## src/core/erc_regs.vh

```
// constants for the endurance region configuration bank
// assumes a single clock and plain verilog-2005 includes
//
// Overview of operation
// - nine-bit start sector, factory value all ones
// - region type: 0 retention, 1 endurance
// - active-low pointer enable, ships disabled
// - enable bit0, type bit1, start 10:2
// - global region type at base bit1
// - global type covers all when pointers off
// - wear levelling enable at base bit0
// - all fields nonvolatile and readable
// - pointers three and four share layout
`ifndef ERC_REGS_VH
`define ERC_REGS_VH

`define ERC_REG_W        11
`define ERC_SECT_W       9
`define ERC_IDX_W        3
`define ERC_NPTR         5

`define ERC_IDX_BASE     3'h0
`define ERC_IDX_PTR1     3'h1
`define ERC_IDX_PTR2     3'h2
`define ERC_IDX_PTR3     3'h3
`define ERC_IDX_PTR4     3'h4

`define ERC_DIS_BIT      0
`define ERC_TYPE_BIT     1
`define ERC_START_MSB    10
`define ERC_START_LSB    2

`define ERC_WEAR_BIT     0
`define ERC_GLOBAL_BIT   1
`define ERC_BASE_MASK    11'h003

`define ERC_PTR_RST      11'h7ff
`define ERC_BASE_RST     11'h003
`define ERC_START_RST    9'h1ff
`define ERC_WEAR_RST     1'b1
`define ERC_GLOBAL_RST   1'b1
`define ERC_TYPE_RST     1'b1
`define ERC_DIS_RST      1'b1

`define ERC_SEL_GLOBAL   3'h0

`endif

```

## src/core/erc_classify.v

```verilog
// region class lookup for one sector against pointers one to four
// assumes the four pointer words arrive packed, pointer one lowest
`include "erc_regs.vh"

module erc_classify (
  input  wire [`ERC_SECT_W-1:0]  sector,
  input  wire [4*`ERC_REG_W-1:0] ptr_bus,
  input  wire                    global_type,
  output reg                     high_end,
  output reg  [`ERC_IDX_W-1:0]   ptr_sel
);

  function hit;
    input [`ERC_REG_W-1:0]  cfg;
    input [`ERC_SECT_W-1:0] sec;
    begin
      hit = (cfg[`ERC_DIS_BIT] == 1'b0) &&
            (cfg[`ERC_START_MSB:`ERC_START_LSB] <= sec);
    end
  endfunction

  integer                 i;
  reg [`ERC_REG_W-1:0]    cfg;
  reg [`ERC_SECT_W-1:0]   best;
  reg                     found;

  always @* begin
    cfg      = {`ERC_REG_W{1'b0}};
    best     = {`ERC_SECT_W{1'b0}};
    found    = 1'b0;
    high_end = global_type;
    ptr_sel  = `ERC_SEL_GLOBAL;
    for (i = 0; i < 4; i = i + 1) begin
      cfg = ptr_bus[i*`ERC_REG_W +: `ERC_REG_W];
      // ties go to the higher numbered pointer
      if (hit(cfg, sector) &&
          (!found || cfg[`ERC_START_MSB:`ERC_START_LSB] >= best)) begin
        found    = 1'b1;
        best     = cfg[`ERC_START_MSB:`ERC_START_LSB];
        high_end = cfg[`ERC_TYPE_BIT];
        ptr_sel  = i[`ERC_IDX_W-1:0] + 3'h1;
      end
    end
  end

endmodule

```

## src/core/erc_bank.v

```verilog
// endurance region configuration bank with sector class lookup
// assumes the serial command engine drives the register port
// and that factory_load stands in for the factory programming step
`include "erc_regs.vh"

module erc_bank (
  input  wire                   clock,
  input  wire                   sys_rst,
  input  wire                   factory_load,
  input  wire [`ERC_IDX_W-1:0]  reg_addr,
  input  wire                   reg_wr,
  input  wire [`ERC_REG_W-1:0]  reg_wdata,
  input  wire                   reg_rd,
  input  wire [`ERC_SECT_W-1:0] sector_addr,
  input  wire                   sector_query,
  output reg  [`ERC_REG_W-1:0]  reg_rdata_r,
  output reg                    reg_rvalid_r,
  output reg                    reg_err_r,
  output reg                    wear_level_on_r,
  output reg                    global_region_type_r,
  output reg  [`ERC_SECT_W-1:0] ptr1_start_sector_r,
  output reg                    ptr1_region_type_r,
  output reg                    ptr1_disable_n_r,
  output reg  [`ERC_SECT_W-1:0] ptr2_start_sector_r,
  output reg                    ptr2_region_type_r,
  output reg                    ptr2_disable_n_r,
  output reg  [`ERC_SECT_W-1:0] ptr3_start_sector_r,
  output reg                    ptr3_region_type_r,
  output reg                    ptr3_disable_n_r,
  output reg  [`ERC_SECT_W-1:0] ptr4_start_sector_r,
  output reg                    ptr4_region_type_r,
  output reg                    ptr4_disable_n_r,
  output reg                    class_valid_r,
  output reg                    class_high_end_r,
  output reg  [`ERC_IDX_W-1:0]  class_ptr_r
);

  // legal index check, shared by read and write paths
  function idx_ok;
    input [`ERC_IDX_W-1:0] idx;
    begin
      idx_ok = (idx <= `ERC_IDX_PTR4);
    end
  endfunction

  // base word keeps only its two low bits
  function [`ERC_REG_W-1:0] fit;
    input [`ERC_IDX_W-1:0] idx;
    input [`ERC_REG_W-1:0] val;
    begin
      if (idx == `ERC_IDX_BASE)
        fit = val & `ERC_BASE_MASK;
      else
        fit = val;
    end
  endfunction

  // field pickers for one pointer word
  function [`ERC_SECT_W-1:0] start_of;
    input [`ERC_REG_W-1:0] w;
    begin
      start_of = w[`ERC_START_MSB:`ERC_START_LSB];
    end
  endfunction

  function type_of;
    input [`ERC_REG_W-1:0] w;
    begin
      type_of = w[`ERC_TYPE_BIT];
    end
  endfunction

  function dis_of;
    input [`ERC_REG_W-1:0] w;
    begin
      dis_of = w[`ERC_DIS_BIT];
    end
  endfunction

  // nonvolatile cells: untouched by sys_rst, survive device resets
  reg  [`ERC_REG_W-1:0]   cell_mem [0:`ERC_NPTR-1];
  integer                 k;
  // factory load wins over a host write in the same cycle
  wire                    wr_ok = reg_wr && idx_ok(reg_addr) && !factory_load;

  always @(posedge clock) begin
    if (factory_load) begin
      cell_mem[`ERC_IDX_BASE] <= `ERC_BASE_RST;
      for (k = 1; k < `ERC_NPTR; k = k + 1) begin
        cell_mem[k] <= `ERC_PTR_RST;
      end
    end else if (wr_ok) begin
      cell_mem[reg_addr] <= fit(reg_addr, reg_wdata);
    end
  end

  // register read path, one cycle latency
  reg  [`ERC_REG_W-1:0]   rdata_nxt;
  // unmapped index: write dropped, read answers zero
  wire                    acc_bad = (reg_rd || reg_wr) && !idx_ok(reg_addr);

  always @* begin
    rdata_nxt = {`ERC_REG_W{1'b0}};
    if (idx_ok(reg_addr))
      rdata_nxt = fit(reg_addr, cell_mem[reg_addr]);
  end

  always @(posedge clock) begin
    if (sys_rst) begin
      reg_rdata_r  <= {`ERC_REG_W{1'b0}};
      reg_rvalid_r <= 1'b0;
      reg_err_r    <= 1'b0;
    end else begin
      reg_rvalid_r <= reg_rd;
      reg_err_r    <= acc_bad;
      // read data holds until the next read
      if (reg_rd)
        reg_rdata_r <= rdata_nxt;
    end
  end

  // decoded fields mirror the cells one cycle behind
  wire [`ERC_REG_W-1:0]   base_w = cell_mem[`ERC_IDX_BASE];
  wire [`ERC_REG_W-1:0]   p1_w   = cell_mem[`ERC_IDX_PTR1];
  wire [`ERC_REG_W-1:0]   p2_w   = cell_mem[`ERC_IDX_PTR2];
  wire [`ERC_REG_W-1:0]   p3_w   = cell_mem[`ERC_IDX_PTR3];
  wire [`ERC_REG_W-1:0]   p4_w   = cell_mem[`ERC_IDX_PTR4];

  always @(posedge clock) begin
    if (sys_rst) begin
      wear_level_on_r      <= `ERC_WEAR_RST;
      global_region_type_r <= `ERC_GLOBAL_RST;
    end else begin
      wear_level_on_r      <= base_w[`ERC_WEAR_BIT];
      global_region_type_r <= base_w[`ERC_GLOBAL_BIT];
    end
  end

  // pointer words show factory values while in reset
  always @(posedge clock) begin
    if (sys_rst) begin
      ptr1_start_sector_r <= `ERC_START_RST;
      ptr1_region_type_r  <= `ERC_TYPE_RST;
      ptr1_disable_n_r    <= `ERC_DIS_RST;
    end else begin
      ptr1_start_sector_r <= start_of(p1_w);
      ptr1_region_type_r  <= type_of(p1_w);
      ptr1_disable_n_r    <= dis_of(p1_w);
    end
  end

  always @(posedge clock) begin
    if (sys_rst) begin
      ptr2_start_sector_r <= `ERC_START_RST;
      ptr2_region_type_r  <= `ERC_TYPE_RST;
      ptr2_disable_n_r    <= `ERC_DIS_RST;
    end else begin
      ptr2_start_sector_r <= start_of(p2_w);
      ptr2_region_type_r  <= type_of(p2_w);
      ptr2_disable_n_r    <= dis_of(p2_w);
    end
  end

  // pointers three and four share the same layout
  always @(posedge clock) begin
    if (sys_rst) begin
      ptr3_start_sector_r <= `ERC_START_RST;
      ptr3_region_type_r  <= `ERC_TYPE_RST;
      ptr3_disable_n_r    <= `ERC_DIS_RST;
    end else begin
      ptr3_start_sector_r <= start_of(p3_w);
      ptr3_region_type_r  <= type_of(p3_w);
      ptr3_disable_n_r    <= dis_of(p3_w);
    end
  end

  always @(posedge clock) begin
    if (sys_rst) begin
      ptr4_start_sector_r <= `ERC_START_RST;
      ptr4_region_type_r  <= `ERC_TYPE_RST;
      ptr4_disable_n_r    <= `ERC_DIS_RST;
    end else begin
      ptr4_start_sector_r <= start_of(p4_w);
      ptr4_region_type_r  <= type_of(p4_w);
      ptr4_disable_n_r    <= dis_of(p4_w);
    end
  end

  // sector lookup uses the mirrored fields, not the raw cells
  wire [4*`ERC_REG_W-1:0] ptr_bus;
  wire                    hit_high_end;
  wire [`ERC_IDX_W-1:0]   hit_sel;

  assign ptr_bus = {ptr4_start_sector_r, ptr4_region_type_r, ptr4_disable_n_r,
                    ptr3_start_sector_r, ptr3_region_type_r, ptr3_disable_n_r,
                    ptr2_start_sector_r, ptr2_region_type_r, ptr2_disable_n_r,
                    ptr1_start_sector_r, ptr1_region_type_r, ptr1_disable_n_r};

  erc_classify u_classify (
    .sector      (sector_addr),
    .ptr_bus     (ptr_bus),
    .global_type (global_region_type_r),
    .high_end    (hit_high_end),
    .ptr_sel     (hit_sel)
  );

  always @(posedge clock) begin
    if (sys_rst) begin
      class_valid_r    <= 1'b0;
      class_high_end_r <= 1'b0;
      class_ptr_r      <= `ERC_SEL_GLOBAL;
    end else begin
      class_valid_r <= sector_query;
      // class holds between queries
      if (sector_query) begin
        class_high_end_r <= hit_high_end;
        class_ptr_r      <= hit_sel;
      end
    end
  end

endmodule

```

## config.mk

```make
export PLATFORM = sky130hd
export DESIGN_NAME = erc_bank
export DESIGN_NICKNAME = d
export VERILOG_FILES = /design/src/core/erc_classify.v /design/src/core/erc_bank.v
export VERILOG_INCLUDE_DIRS = /design/src /design/src/core
export SDC_FILE = /design/constraint.sdc
export NUM_CORES = 1
export LEC_CHECK = 0
export ABC_CLOCK_PERIOD_IN_PS = 14200
export BUFFER_PORTS_ARGS = -buffer_cell sky130_fd_sc_hd__buf_2
export CAP_MARGIN = 10
export CORE_ASPECT_RATIO = 0.6
export CORE_UTILIZATION = 47
export CTS_CLUSTER_DIAMETER = 40
export CTS_CLUSTER_SIZE = 28
export DETAILED_ROUTE_END_ITERATION = 12
export PLACE_DENSITY = 0.68
export SLEW_MARGIN = 5
export SYNTH_ARGS = -nofsm -noshare
export SYNTH_HDL_FRONTEND = slang
export SYNTH_SLANG_ARGS = --single-unit
```

## constraint.sdc

```tcl
create_clock -name clock -period 14.2 [get_ports clock]
set_input_delay 2.84 -clock clock [delete_from_list [all_inputs] [get_ports clock]]
set_output_delay 2.84 -clock clock [all_outputs]
set_load 0.03 [all_outputs]
```

=== Yosys cells after proc, flatten, opt, wreduce, memory -nomap -nowiden ===
Memories as Yosys holds them, arrays and structs flattened. A register that Yosys moved wholly into a read port is not among the register bits.
Cells that the tools add are included.

* Output and inout bits: 64
* Memory bits (writable): 55
* Input bits: 29
* Word-level logic and storage cells: 67
* Memories: 1
* Register bits after elaboration: 18

* Mux-type cells: 27
* Reductions and logical operators: 21
* Order comparisons: 8
* Bitwise logic cells: 4

{| class="wikitable"
|+ Memory list
! memory !! words !! width !! read ports !! clocked after memory_dff !! write ports !! line !! text
|-
| cell_mem || 5 || 11 || 6 || 5 || 5 || erc_bank.v:81 || <nowiki>reg [`ERC_REG_W-1:0] cell_mem [0:`ERC_NPTR-1];</nowiki>
|}

{| class="wikitable"
|+ Operators by type and width
! operator !! number
|-
| two-way mux 11 bit || 6
|-
| <= comparator 9 bit || 4
|-
| greater-or-equal comparator 9 bit || 3
|-
| two-way mux 9 bit || 3
|-
| two-way mux 1 bit || 14
|-
| OR reduction 11 bit || 1
|-
| logical AND 1 bit || 10
|-
| two-way mux 3 bit || 2
|-
| logical NOT 1 bit || 5
|-
| logical OR 1 bit || 4
|-
| two-way mux 2 bit || 2
|-
| NOT 1 bit || 4
|-
| <= comparator 3 bit, second input constant || 1
|-
| logical NOT 3 bit || 1
|}

=== Longest topological paths before layout ===
* Depth after elaboration: 15
* Gate-level depth with buffers: 34
* Gate-level depth less buffers: 32

=== Cells and area by module ===
Synthesis repeated with hierarchy kept, for this count alone.

* Cells, all modules: 550
* Area total of the unflattened synthesis: 5848.1 um^2

{| class="wikitable"
|+ Modules (own cells, without submodules)
! module !! times used !! area each (um^2) !! sequential area each (um^2) !! cells each
|-
| erc_bank || 1 || 3993.8 || 2662.6 || 323
|-
| erc_classify || 1 || 1854.3 || 0.0 || 227
|}

=== Worst setup path after synthesis ===
Ideal clock, no wire load.

* Path type: input port to flip-flop
* From: input port sector_addr[2]
* To: register class_high_end_r
* Path buffers: 3
* Setup time: 136 ps
* Cell stages on the path: 30
* Data required time: 14064 ps
* Slack: 5366 ps
* Arrival time: 8698 ps
* Cell sequence: inv_1 -> ha_1 -> a21oi_1 -> o21ai_1 -> a2111oi_2 -> a22o_1 -> clkbuf_4 -> nand2_1 -> ha_1 -> a2111oi_0 -> nand2_1 -> o221ai_1 -> a31o_4 -> buf_6 -> mux2_2 -> ha_1 -> nand2b_1 -> nand3_1 -> a21oi_1 -> o311ai_1 -> a31oi_2 -> buf_4 -> mux2_2 -> ha_1 -> a21o_1 -> a211oi_1 -> a21oi_1 -> a311o_1 -> a41oi_1 -> o32ai_1

* Longest elaborated chain between the ends: 15
* Elaborated cells on any way between the ends: 30
* Those cells by class: order compare (7); mux (10); reduce/logical (13)

{| class="wikitable"
|+ Ends and longest elaborated chain
! element !! line !! text
|-
| start, declared || erc_bank.v:14 || <nowiki>input wire [`ERC_SECT_W-1:0] sector_addr,</nowiki>
|-
| <= comparator 9 bit || erc_classify.v:18 || <nowiki>(cfg[`ERC_START_MSB:`ERC_START_LSB] <= sec);</nowiki>
|-
| logical AND 1 bit || erc_classify.v:17 || <nowiki>hit = (cfg[`ERC_DIS_BIT] == 1'b0) &&</nowiki>
|-
| two-way mux 9 bit / two-way mux 1 bit (equally long branches) || erc_classify.v:36 || <nowiki>if (hit(cfg, sector) &&</nowiki>
|-
| greater-or-equal comparator 9 bit / logical NOT 1 bit (equally long branches) || erc_classify.v:37 || <nowiki>(!found || cfg[`ERC_START_MSB:`ERC_START_LSB] >= best)) begin</nowiki>
|-
| logical OR 1 bit || erc_classify.v:37 ||
|-
| logical AND 1 bit || erc_classify.v:36 ||
|-
| two-way mux 9 bit / two-way mux 1 bit (equally long branches) || erc_classify.v:36 ||
|-
| greater-or-equal comparator 9 bit / logical NOT 1 bit (equally long branches) || erc_classify.v:37 ||
|-
| logical OR 1 bit || erc_classify.v:37 ||
|-
| logical AND 1 bit || erc_classify.v:36 ||
|-
| two-way mux 9 bit / two-way mux 1 bit (equally long branches) || erc_classify.v:36 ||
|-
| greater-or-equal comparator 9 bit / logical NOT 1 bit (equally long branches) || erc_classify.v:37 ||
|-
| logical OR 1 bit || erc_classify.v:37 ||
|-
| logical AND 1 bit || erc_classify.v:36 ||
|-
| two-way mux 1 bit (*) || erc_classify.v:36 ||
|-
| end signal, assigned || erc_bank.v:216 || <nowiki>class_high_end_r <= hit_high_end;</nowiki>
|-
| end, declared || erc_bank.v:34 || <nowiki>output reg class_high_end_r,</nowiki>
|}

Mark *: on every way between the ends. The rest lies on a longest branch, timed or not.
A chain may end at the register's enable or synchronous reset.

=== Final worst setup path ===
Same ends and word-level chain as after synthesis.

==> impl_metrics.tcl <==
set metrics [dict create \
    fin_worst_skew_ps 12.92 \
    grt_use_total_pct 25.87 \
    rsz0062_at_grt "no" \
    yosys.area.top_type "edfxtp_1" \
    ant_nets 0 \
    min_from "cell_mem[2][9]$_SDFFCE_PN1P_" \
    ys_ff_latch 110 \
    r2r_cells 26 \
    num_vias 4509 \
    max_slew_margin_pct 40.21 \
    synth_area_leaders "edfxtp_1 24%, dfxtp_1 22%, ha_1 14%, or2_2 6.4%, mux2_2 3.9%" \
    start_util_pct 48.14 \
    fin_crit_ps 9361 \
    clk_pin_slew_ps 80 \
    cts_hold_buf 0 \
    maxCapViolCount 0 \
    grt_pass1_wl_um 24120 \
    areaGrowthSynthToFinish_pct 14.41 \
    first_pass_iters 5 \
    crit_path_start "sector_addr[2]" \
    drive_above_1_share_pct 32.04 \
    synth_edf_count 46 \
    syn-num-nets 653 \
    tritoncts "done" \
    drc_errors 0 \
    syn_inst 561 \
    crit_required_ps 14390 \
    nets 730 \
    grt_max_degree 65 \
    whs_path_depth 1 \
    cts_made_buffers 9 \
    vdd_drop_max_v 0.00008273 \
    drt_iter0_markers 401 \
    cts_root_buf "clkbuf_16" \
    power_density_nw_per_um2 112.2 \
    rr_endpoint "class_high_end_r$_SDFFE_PP0P_" \
    syn-cell-area_um2 5807 \
    worstPathMaxFanout 14 \
    crit_type "input port to flop" \
    ys_types 58 \
    worst_slack_ps 4839 \
    yosysTopAreaCellShare_pct 23.79 \
    min_to "ptr2_start_sector_r[7]$_SDFF_PP1_" \
    worst_slew_pin_slew_ps 896.8 \
    die_h_um 88.10 \
    worst-path-stages 28 \
    diodes 0 \
    slowest_stage "a31oi_2" \
    r2r_slack_ps 7150 \
    yosysSeqAreaShare_pct 45.85 \
    hpwl_um 12720 \
    crit_arrival_ps 9550 \
    cts_resized 0 \
    routabilityCongestion 1.070 \
    outcome "completed" \
    final_core_util_pct 55.08 \
    place_ws_ps 4566 \
    finalMaxSlewViolations 0 \
    routed_wl_um 16070 \
    final.period_utilization_pct 65.92 \
    wl_per_cell_um 19.89 \
    synth_most_common_cell "dfxtp_1" \
    hp-class "flop to flop" \
    fp.coreArea_um2 12060 \
    grt_overflow 0 \
    post_cts_buffers 0 \
    dominantRegCellSynth "dfxtp_1" \
    worstReg2RegStart "ptr1_start_sector_r[2]$_SDFF_PP1_" \
    io_buffers 92 \
    rows 31 \
    clk-insertion-delay-late_ps 350 \
    ios 93 \
    finalSetupViolCount 0 \
    worst_setup_path_end_kind "flop" \
    async_flop_share_pct 0 \
    cpMostUsedCell "ha_1" \
    synth_common_cells "64 x dfxtp_1, 63 x ha_1, 59 x or2_2" \
    cts.path.max_buffers 2 \
    grt_pass1_vias 4202 \
    htree_levels 3 \
    vias_per_cell 5.580 \
    dieArea_um2 12820 \
    die_x_um 145.5 \
    start_kind "input port" \
    synth_warnings 0 \
    avgSynthCellArea_um2 10.35 \
    cp_top_family "compound AO/OA/AOI/OAI gates" \
    fill_cells 1105 \
    fmax_mhz 106.8 \
    clock-sinks 110 \
    p_leak_nw 2.790 \
    crit_buf_inv 2 \
    tns_ps 0 \
    hold_violations 0 \
    max_stage_delay_ps 660 \
    antenna_found_initial 0 \
]
-- worst max path at each step --
stage,endpoint
after global placement,class_high_end_r$_SDFFE_PP0P_
after CTS,class_high_end_r$_SDFFE_PP0P_
final,class_high_end_r$_SDFFE_PP0P_
after detailed placement,class_high_end_r$_SDFFE_PP0P_
after floorplan,class_high_end_r$_SDFFE_PP0P_
after global routing,class_high_end_r$_SDFFE_PP0P_
-- logic make-up (layout without fill, tap and decap cells) --
group                    Yosys count  after routing  synth area share, %
multiplexers                      21             21                4.051
adder cells (fa/ha/maj)           63             63                13.57
flip-flops                       110            110                45.85
buffers and inverters             51            133                3.577
AND/OR/NAND/NOR                  210            210                20.30
AO/OA/AOI/OAI                    106            106                12.65
-- through the flow --
step | instance area, µm² | instances | hold slack [ps] | power (mW)
after floorplan | 5807 | 561 | 429.1 | 0.4656
final | 6644 | 808 | 466.2 | 0.7455
after global routing | 6644 | 808 | 485.8 | 0.7772
after global placement | 6360 | 792 | 439.1 | 0.5098
after CTS | 6644 | 808 | 465.8 | 0.7472
after detailed placement | 6360 | 792 | 447.8 | 0.5125
-- layer usage --
layer	vias to the layer above	global-route usage, %	part of all wire [%]
li1	2166	-	-
met1	2109	37.54	47
met2	206	37.81	41
met3	28	5.573	9.3
met4	0	9.665	2.3
met5	-	0	0
-- cell type report --
cell class | count | area, µm² | area share, %
tap | 165 | 206.4 | 3.107
sequential | 110 | 2663 | 40.08
clock buffer | 10 | 229.0 | 3.446
inverter | 25 | 93.84 | 1.412
timing repair buffer | 92 | 460.4 | 6.930
multi-input combinational | 400 | 2937 | 44.20
clock inverter | 6 | 55.05 | 0.8286
-- cell usage in the layout, fill, tap and decap left out, types with 2 or more instances in the layout --
cell type  instances
a22oi_1           13
nor2b_4            7
o21ai_0            9
nand2b_1          12
nor2_1            30
nor3_1             2
and2_1             3
nor2b_1           12
inv_6              3
a211oi_1          10
a21o_1             3
or2_2             59
nand4_1            3
o32ai_1            2
o221ai_1           4
inv_1             24
ha_1              63
o211ai_1           5
a21oi_1           34
edfxtp_1          46
or3_1             14
nand2_1           52
nand3_1            7
mux2_2            20
o21ai_1            2
a21oi_2            7
o21a_1             2
buf_2             92
o21bai_1           2
clkbuf_16          9
dfxtp_1           64
-- sequential cells by signal, summed over array words and instances, names as in the netlist --
register,flops
ptr1_disable_n_r,1
ptr3_start_sector_r,9
wear_level_on_r,1
reg_rdata_r,11
reg_rvalid_r,1
ptr1_region_type_r,1
global_region_type_r,1
reg_err_r,1
ptr4_start_sector_r,9
class_high_end_r,1
ptr2_start_sector_r,9
ptr3_region_type_r,1
ptr2_disable_n_r,1
ptr2_region_type_r,1
ptr4_disable_n_r,1
ptr1_start_sector_r,9
ptr4_region_type_r,1
cell_mem,46
class_ptr_r,3
ptr3_disable_n_r,1
class_valid_r,1
-- report_power, final --
part           internal (mW)  switching [mW]
clock                  0.122           0.116
combinational         0.0535          0.0838
sequential             0.349          0.0208
No activity file was read; power rests on OpenSTA's default activity.
